$ cat src/rtl/psl_map.vh
// Offsets, field positions, reset values and timing counts of the
// PHY status and link-drop register bank.
// Assumes it is included by bare name from the design files.
`ifndef PSL_MAP_VH
`define PSL_MAP_VH

// Register indices; byte address is four times the index
`define PSL_IDX_LDROP    8'h0F
`define PSL_IDX_STAT     8'h10
`define PSL_IDX_CTRL     8'h11

// Status bit positions, also the positions in the synchronised vector
`define PSL_B_LINK       0
`define PSL_B_SPEED      1
`define PSL_B_DUPLEX     2
`define PSL_B_LOOP       3
`define PSL_B_ANDONE     4
`define PSL_B_JABBER     5
`define PSL_B_RFAULT     6
`define PSL_B_IRQ        7
`define PSL_B_PAGE       8
`define PSL_B_DLOCK      9
`define PSL_B_SIGDET     10
`define PSL_B_FCARR      11
`define PSL_B_POL        12
`define PSL_B_RXERR      13
`define PSL_B_MDIX       14

// Further synchronised inputs
`define PSL_S_ENERGY     15
`define PSL_S_SNR        16
`define PSL_S_THREE_LEVEL_LINE_CODE       17
`define PSL_S_DSYNC      18
`define PSL_S_PWRDN      19
`define PSL_S_W          20
`define PSL_SYNC_RST     20'h00002

// Link-drop cause field, one-hot codes and enable bit order
`define PSL_CAUSE_LSB    4
`define PSL_CAUSE_MSB    8
`define PSL_CAUSE_DSYNC  5'h10
`define PSL_CAUSE_RXERR  5'h08
`define PSL_CAUSE_THREE_LEVEL_LINE_CODE   5'h04
`define PSL_CAUSE_SNR    5'h02
`define PSL_CAUSE_ENERGY 5'h01

// Control register
`define PSL_B_CLKDIS     15
`define PSL_CTRL_RST     1'b0

// Timing
`define PSL_CLK_PS       4000
`define PSL_WIN_NS       10000
`define PSL_RXERR_MAX    6'h20
`define PSL_EVT_MAX      6'h14

`endif

$ cat src/rtl/psl_regs.v
// PHY status register bank: link-drop cause latch, PHY status word and
// the clock-disable control bit, reached over APB.
// Assumes PHY status sources are asynchronous levels; clear strobes from
// the neighbouring register blocks and the drop enables are on mclk.
`timescale 1ns/1ps
`include "psl_map.vh"

module psl_regs #(
    parameter                ADDR_W = 12
) (
    input  wire              mclk,
    input  wire              rstn,
    input  wire              ce,
    input  wire              psel,
    input  wire              penable,
    input  wire              pwrite,
    input  wire [ADDR_W-1:0] paddr,
    input  wire [31:0]       pwdata,
    output wire [31:0]       prdata,
    output wire              pready,
    output wire              pslverr,
    input  wire              link_up,
    input  wire              speed_10,
    input  wire              full_duplex,
    input  wire              loopback_on,
    input  wire              an_done,
    input  wire              jabber,
    input  wire              remote_fault,
    input  wire              irq_pending,
    input  wire              page_rcvd,
    input  wire              desc_lock,
    input  wire              signal_det,
    input  wire              false_carrier,
    input  wire              polarity_inv,
    input  wire              rx_error,
    input  wire              mdix_swap,
    input  wire              energy_loss,
    input  wire              snr_low,
    input  wire              three_level_line_code_error,
    input  wire              desc_sync_loss,
    input  wire              power_down,
    input  wire [4:0]        drop_en,
    input  wire              rd_rx_err_cnt,
    input  wire              rd_ten_meg_status,
    input  wire              rd_false_carrier,
    input  wire              rd_autoneg_exp,
    input  wire              rd_int_src,
    input  wire              rd_basic_status,
    output wire              link_drop,
    output wire              clk_disable
);

////////////////////////////////////////////////////////////////////////////
// Constants and functions

localparam integer WIN_CYC_I = (`PSL_WIN_NS * 1000) / `PSL_CLK_PS;
localparam [11:0]  WIN_LAST  = WIN_CYC_I[11:0] - 12'h001;
localparam [5:0]   RX_THR    = `PSL_RXERR_MAX;
localparam [5:0]   EV_THR    = `PSL_EVT_MAX;

function [ADDR_W-1:0] addr_of;
    input [7:0] idx;
    begin
        addr_of = {{(ADDR_W-10){1'b0}}, idx, 2'b00};
    end
endfunction

// Saturating event count within the window
function [5:0] evt_cnt;
    input [5:0] cnt;
    input       evt;
    input       restart;
    input [5:0] thr;
    begin
        if (restart)
            evt_cnt = {5'h00, evt};
        else if (cnt == thr)
            evt_cnt = cnt;
        else
            evt_cnt = cnt + {5'h00, evt};
    end
endfunction

// Latch-high update; set wins over clear
function lh;
    input cur;
    input set;
    input clr;
    begin
        lh = (cur & ~clr) | set;
    end
endfunction

////////////////////////////////////////////////////////////////////////////
// Input synchronisation

wire [`PSL_S_W-1:0] raw;
wire [`PSL_S_W-1:0] st;

assign raw = {power_down, desc_sync_loss, three_level_line_code_error, snr_low, energy_loss,
              mdix_swap, rx_error, polarity_inv, false_carrier, signal_det,
              desc_lock, page_rcvd, irq_pending, remote_fault, jabber,
              an_done, loopback_on, full_duplex, speed_10, link_up};

psl_sync #(
    .W       (`PSL_S_W),
    .RST_VAL (`PSL_SYNC_RST)
) u_sync (
    .mclk (mclk),
    .rstn (rstn),
    .ce   (ce),
    .din  (raw),
    .dout (st)
);

////////////////////////////////////////////////////////////////////////////
// APB decode

wire [31:0] rd_mux;
wire        sel_ldrop;
wire        sel_stat;
wire        sel_ctrl;
wire        mapped;
wire        setup;
wire        access;
wire        rd_fire;
wire        wr_fire;
reg  [31:0] prdata_reg;

assign sel_ldrop = (paddr == addr_of(`PSL_IDX_LDROP));
assign sel_stat  = (paddr == addr_of(`PSL_IDX_STAT));
assign sel_ctrl  = (paddr == addr_of(`PSL_IDX_CTRL));
assign mapped    = sel_ldrop | sel_stat | sel_ctrl;
assign setup     = psel & ~penable;
assign access    = psel & penable & ce;
assign rd_fire   = access & ~pwrite;
assign wr_fire   = access & pwrite;
assign pready    = ce;
assign pslverr   = psel & penable & ~mapped;
assign prdata    = prdata_reg;

////////////////////////////////////////////////////////////////////////////
// Fast link-drop detection

reg  [11:0] win_reg;
reg  [5:0]  rx_cnt_reg;
reg  [5:0]  three_level_line_code_cnt_reg;
reg  [5:0]  snr_cnt_reg;
reg  [4:0]  prev_reg;
reg         link_drop_reg;
wire        win_end;
wire [4:0]  cur_ev;
wire [4:0]  edge_ev;
wire [5:0]  rx_cnt_next;
wire [5:0]  three_level_line_code_cnt_next;
wire [5:0]  snr_cnt_next;
wire [4:0]  trig;
wire [4:0]  hit;

assign win_end = (win_reg == WIN_LAST);
assign cur_ev  = {st[`PSL_S_DSYNC], st[`PSL_B_RXERR], st[`PSL_S_THREE_LEVEL_LINE_CODE],
                  st[`PSL_S_SNR], st[`PSL_S_ENERGY]};
assign edge_ev = cur_ev & ~prev_reg;

assign rx_cnt_next   = evt_cnt(rx_cnt_reg, edge_ev[3], win_end, RX_THR);
assign three_level_line_code_cnt_next = evt_cnt(three_level_line_code_cnt_reg, edge_ev[2], win_end, EV_THR);
assign snr_cnt_next  = evt_cnt(snr_cnt_reg, edge_ev[1], win_end, EV_THR);

assign trig = {edge_ev[4],
               (rx_cnt_next == RX_THR) & (rx_cnt_reg != RX_THR),
               (three_level_line_code_cnt_next == EV_THR) & (three_level_line_code_cnt_reg != EV_THR),
               (snr_cnt_next == EV_THR) & (snr_cnt_reg != EV_THR),
               edge_ev[0]};
assign hit  = trig & drop_en;

assign link_drop = link_drop_reg;

always @(posedge mclk or negedge rstn) begin
    if (!rstn) begin
        win_reg       <= 12'h000;
        rx_cnt_reg    <= 6'h00;
        three_level_line_code_cnt_reg  <= 6'h00;
        snr_cnt_reg   <= 6'h00;
        prev_reg      <= 5'h00;
        link_drop_reg <= 1'b0;
    end else if (ce) begin
        win_reg       <= win_end ? 12'h000 : win_reg + 12'h001;
        rx_cnt_reg    <= rx_cnt_next;
        three_level_line_code_cnt_reg  <= three_level_line_code_cnt_next;
        snr_cnt_reg   <= snr_cnt_next;
        prev_reg      <= cur_ev;
        link_drop_reg <= |hit;
    end
end

////////////////////////////////////////////////////////////////////////////
// Latched status bits

reg  [4:0]  cause_reg;
reg         rxerr_reg;
reg         pol_reg;
reg         fcarr_reg;
reg         sigdet_reg;
reg         dlock_reg;
reg         page_reg;
reg         irq_reg;
reg         rfault_reg;
reg         clkdis_reg;
wire [4:0]  cause_clr;
wire        stat_rd;
wire [15:0] stat_word;
wire [15:0] ldrop_word;
wire [15:0] ctrl_word;

// Clear only what the read actually reported
assign cause_clr = (rd_fire & sel_ldrop) ?
                   prdata_reg[`PSL_CAUSE_MSB:`PSL_CAUSE_LSB] : 5'h00;
assign stat_rd   = rd_fire & sel_stat;

always @(posedge mclk or negedge rstn) begin
    if (!rstn) begin
        cause_reg  <= 5'h00;
        rxerr_reg  <= 1'b0;
        pol_reg    <= 1'b0;
        fcarr_reg  <= 1'b0;
        sigdet_reg <= 1'b0;
        dlock_reg  <= 1'b0;
        page_reg   <= 1'b0;
        irq_reg    <= 1'b0;
        rfault_reg <= 1'b0;
        clkdis_reg <= `PSL_CTRL_RST;
    end else if (ce) begin
        cause_reg  <= (cause_reg & ~cause_clr) | hit;
        rxerr_reg  <= lh(rxerr_reg, st[`PSL_B_RXERR], rd_rx_err_cnt);
        pol_reg    <= lh(pol_reg, st[`PSL_B_POL], rd_ten_meg_status);
        fcarr_reg  <= lh(fcarr_reg, st[`PSL_B_FCARR], rd_false_carrier);
        page_reg   <= lh(page_reg, st[`PSL_B_PAGE], rd_autoneg_exp);
        irq_reg    <= lh(irq_reg, st[`PSL_B_IRQ], rd_int_src);
        rfault_reg <= lh(rfault_reg, st[`PSL_B_RFAULT], rd_basic_status);
        // Latch-low: a read reloads the live level
        sigdet_reg <= stat_rd ? st[`PSL_B_SIGDET]
                              : (sigdet_reg & st[`PSL_B_SIGDET]);
        dlock_reg  <= stat_rd ? st[`PSL_B_DLOCK]
                              : (dlock_reg & st[`PSL_B_DLOCK]);
        if (!st[`PSL_S_PWRDN])
            clkdis_reg <= 1'b0;
        else if (wr_fire & sel_ctrl)
            clkdis_reg <= pwdata[`PSL_B_CLKDIS];
    end
end

assign clk_disable = clkdis_reg;

////////////////////////////////////////////////////////////////////////////
// Read words

assign ldrop_word = {7'h00, cause_reg, 4'h0};
assign stat_word  = {1'b0,
                     st[`PSL_B_MDIX],
                     rxerr_reg,
                     pol_reg,
                     fcarr_reg,
                     sigdet_reg,
                     dlock_reg,
                     page_reg,
                     irq_reg,
                     rfault_reg,
                     st[`PSL_B_JABBER],
                     st[`PSL_B_ANDONE],
                     st[`PSL_B_LOOP],
                     st[`PSL_B_DUPLEX],
                     st[`PSL_B_SPEED],
                     st[`PSL_B_LINK]};
assign ctrl_word  = {clkdis_reg, 15'h0000};

assign rd_mux = sel_ldrop ? {16'h0000, ldrop_word} :
                sel_stat  ? {16'h0000, stat_word}  :
                sel_ctrl  ? {16'h0000, ctrl_word}  : 32'h00000000;

// Read data captured in the setup cycle, stable through the access
always @(posedge mclk or negedge rstn) begin
    if (!rstn) begin
        prdata_reg <= 32'h00000000;
    end else if (ce) begin
        if (setup & ~pwrite)
            prdata_reg <= rd_mux;
    end
end

endmodule

$ cat src/rtl/psl_sync.v
// Three-stage synchroniser with agreement filter for a vector of levels.
// Assumes inputs are asynchronous to mclk; output changes only when the
// second and third stages agree.
`timescale 1ns/1ps

module psl_sync #(
    parameter             W       = 1,
    parameter [W-1:0]     RST_VAL = {W{1'b0}}
) (
    input  wire           mclk,
    input  wire           rstn,
    input  wire           ce,
    input  wire [W-1:0]   din,
    output wire [W-1:0]   dout
);

reg  [W-1:0] s1_reg;
reg  [W-1:0] s2_reg;
reg  [W-1:0] s3_reg;
reg  [W-1:0] out_reg;
wire [W-1:0] agree;

assign agree = ~(s2_reg ^ s3_reg);
assign dout  = out_reg;

always @(posedge mclk or negedge rstn) begin
    if (!rstn) begin
        s1_reg  <= RST_VAL;
        s2_reg  <= RST_VAL;
        s3_reg  <= RST_VAL;
        out_reg <= RST_VAL;
    end else if (ce) begin
        s1_reg  <= din;
        s2_reg  <= s1_reg;
        s3_reg  <= s2_reg;
        out_reg <= (agree & s3_reg) | (~agree & out_reg);
    end
end

endmodule

$ cat config.mk
export PLATFORM = sky130hd
export DESIGN_NAME = psl_regs
export DESIGN_NICKNAME = d
export VERILOG_FILES = /design/src/rtl/psl_regs.v /design/src/rtl/psl_sync.v
export VERILOG_INCLUDE_DIRS = /design/src /design/src/rtl
export SDC_FILE = /design/constraint.sdc
export NUM_CORES = 1
export LEC_CHECK = 0
export BUFFER_PORTS_ARGS = -buffer_cell sky130_fd_sc_hd__buf_2
export CAP_MARGIN = 20
export CORE_MARGIN = 4
export CORE_UTILIZATION = 50
export CTS_CLUSTER_SIZE = 14
export DETAILED_ROUTE_END_ITERATION = 10
export PLACE_DENSITY = 0.86
export SLEW_MARGIN = 20
export SYNTH_ARGS = -nofsm -noshare
export SYNTH_HDL_FRONTEND = slang
export SYNTH_SLANG_ARGS = --single-unit
$ cat constraint.sdc
create_clock -name mclk -period 2.4 [get_ports mclk]
set_input_delay 0.24 -clock mclk [delete_from_list [all_inputs] [get_ports mclk]]
set_output_delay 0.24 -clock mclk [all_outputs]
set_load 0.01 [all_outputs]
==> impl_metrics.json <==
{
  "leakagePower_nw": 3.56,
  "yosysTopAreaCell": "dfrtp_1",
  "path_class": "reg -> reg",
  "core-area_mm2": 0.0127,
  "yosys_register_bits": 146,
  "initial_core_util_pct": 51.3,
  "pwr-share-comb_pct": 16.8,
  "hold_start": "desc_sync_loss",
  "period_share_pct": 97.3,
  "grt_pass1_wl_um": 24300,
  "route.detailed.drc": 0,
  "fmax_mhz": 428,
  "reg2reg_to": "link_drop$_DFFE_PN0P_",
  "fillers": 953,
  "ys_async_sr_fraction_pct": 100,
  "drt_pass1_iterations": 5,
  "cts_tree": "yes",
  "postRouteAntennaNets": 0,
  "p_sw_mw": 2.08,
  "numCtsBuffers": 17,
  "maxSlewHeadroom_pct": 42.3,
  "synth.top_cell.area_share_pct": 54.4,
  "synth_edf_count": 0,
  "insertion_delay_ns": 0.42,
  "place.gp.congestion": 0.877,
  "dpl.hpwl_um": 9430,
  "port_buffers": 69,
  "first_iter_violations": 516,
  "syn_avg_cell_area_um2": 11.2,
  "nets": 740,
  "grt-ovfl-total": 0,
  "die_area_mm2": 0.0150,
  "reg2regPathDepth": 7,
  "root_buffer": "clkbuf_16",
  "outcome": "finished clean",
  "pwr-share-seq_pct": 47.2,
  "insertedDiodeCount": 0,
  "period_needed_ns": 2.33,
  "synth-main-ff-cell": "dfrtp_1",
  "ir_worst_vdd_v": 0.000531,
  "worstSetupStartpointType": "register",
  "synth_area_leaders": "dfrtp_1 (54%), mux2_2 (11%), a21oi_1 (4.4%), nand2_1 (2.8%), a22o_1 (2.7%)",
  "whs_endpoint": "u_sync.s1_reg[18]$_DFFE_PN0P_",
  "drt_wl_total_um": 14700,
  "skew_ns": 0.00902,
  "setup_viol": 0,
  "h-tree-depth": 4,
  "io_pins": 117,
  "power.density_mw_per_mm2": 961,
  "grt_max_degree": 64,
  "clkPwrFrac_pct": 36.0,
  "syn_inst": 582,
  "hold_path_class": "in -> reg",
  "hold_viol": 0,
  "regArea_mm2": 0.00366,
  "rsz0062_at_grt": "no",
  "arrival_ns": 2.63,
  "die_x_um": 122,
  "layout-drive-gt1-share_pct": 28.6,
  "final_common_cell": "dfrtp_1",
  "grt_pass1_vias": 5025,
  "std_cell_rows": 41,
  "hold_depth": 2,
  "maxSlewViolCount": 0,
  "multi_input_area_mm2": 0.00268,
  "cap_violations": 0,
  "holdWs_ns": 0.0504,
  "cp-end-kind": "register",
  "die_h_um": 122,
  "swShare_pct": 28.3,
  "clk_path_buf_depth": 2,
  "intPower_mw": 5.27,
  "grt.total_usage_pct": 20.9,
  "viasPerCell": 5.82,
  "rrSetupSlack_ns": 0.07,
  "syn2layout_area_growth_pct": 17.1,
  "wl_per_cell_um": 17.6,
  "yosysWarnings": 0,
  "vias": 4866,
  "ys_seq_area_share_pct": 56.0,
  "worstPathMaxFanout": 4,
  "synth_area_mm2": 0.00653,
  "clk_pin_slew_ns": 0.06,
  "worst_pin_slew_ns": 0.859,
  "antenna_found_initial": 0,
  "required_ns": 2.69,
  "cts.sinks": 146,
  "final.setup.tns_ns": 0,
  "synth_cell_types": 47,
  "layout_common_cells": "dfrtp_1 (142), buf_2 (67), mux2_2 (66)"
}
-- routing by layer --
| metal | vias to the layer above | GRT usage (%) | part of all wire, % |
|---|---|---|---|
| met1 | 2419 | 25.5 | 39 |
| li1 | 2183 | - | - |
| met3 | 41 | 5.35 | 7.7 |
| met5 | - | 0 | 0 |
| met4 | 0 | 10.5 | 3.2 |
| met2 | 223 | 34.5 | 50 |
-- metrics by stage --
step | setup slack, ns | power, mW | cell area, um^2 | std cells | utilization [%]
6_report | 0.0652 | 7.35 | 7650 | 836 | 60.1
5_1_grt | 0.00923 | 7.70 | 7650 | 836 | 60.1
4_1_cts | 0.0102 | 7.34 | 7630 | 835 | 60.0
3_5_place_dp | -0.00277 | 4.64 | 7020 | 803 | 55.2
3_3_place_gp | 0.0613 | 4.47 | 7020 | 803 | 55.2
2_1_floorplan | 0.151 | 4.24 | 6590 | 597 | -
-- critical path: stages, from the launching register on --
cell and delay [ns]:
dfrtp_1 0.37, nor2b_2 0.16, ha_2 0.20, and3_4 0.20, a31o_1 0.19, and4_1 0.20, or4b_1 0.54, o32a_1 0.35
-- kinds of logic after synthesis --
group / share of synthesized area, %
compound gates: 11.2
mux: 11.4
flops: 56.0
fa+ha+maj: 1.34
buf+inv: 4.25
simple gates: 13.9
other cells: 0.0574
xor+xnor: 1.88
-- synth_stat cells (2+ instances only) --
master and instances:
a31oi_1 3, nor2_1 41, o22ai_1 7, buf_2 3, clkbuf_1 20, nand2b_1 20, xor2_1 6, or4b_1 2
nor3b_1 4, nand3_1 17, buf_1 5, o31ai_1 3, buf_4 17, and3_1 6, mux2_2 66, xnor2_1 8
a32o_1 3, nor3_1 9, a21oi_1 57, o21ai_0 6, dfstp_2 4, ha_1 7, nor2b_1 5, nand2_1 49
nor4_1 6, inv_1 11, a21o_1 2, a22o_1 20, a22oi_1 6, dfrtp_1 142, nand4_1 11
-- cell type report --
cell class,count,share of cell area (%)
sequential,146,47.8
multi-input combinational,395,35.1
timing repair buffer,81,6.00
clock buffer,20,5.97
tap,172,2.81
clock inverter,11,1.78
inverter,11,0.540
-- power groups by stage --
| stage | Clock (mW) | Combinational (mW) | Sequential (mW) |
|---|---|---|---|
| after floorplan | 0 | 0.931 | 3.31 |
| after global placement | 0 | 1.07 | 3.40 |
| after detailed placement | 0 | 1.17 | 3.47 |
| after CTS | 2.68 | 1.22 | 3.45 |
| after global routing | 2.80 | 1.39 | 3.52 |
| final | 2.65 | 1.24 | 3.47 |
-- timing repair --
| item | 4_1_cts | 5_1_grt |
|---|---|---|
| setup buffers | 0 | 1 |
| endpoints found under the hold margin | 55 | 0 |
| resized for setup | 3 | 3 |
| setup endpoints to repair | 1 | 1 |
| hold buffers | 1 | 0 |
-- how the worst max path moves through the flow --
stage	cells after the start	slack [ns]	end	from
after floorplan	7	0.15	link_drop$_DFFE_PN0P_	register
after global placement	8	0.06	link_drop$_DFFE_PN0P_	register
after detailed placement	8	-0.003	link_drop$_DFFE_PN0P_	register
after CTS	7	0.01	link_drop$_DFFE_PN0P_	register
after global routing	7	0.009	link_drop$_DFFE_PN0P_	register
final	7	0.07	link_drop$_DFFE_PN0P_	register
(Power assumes the default switching activity.)
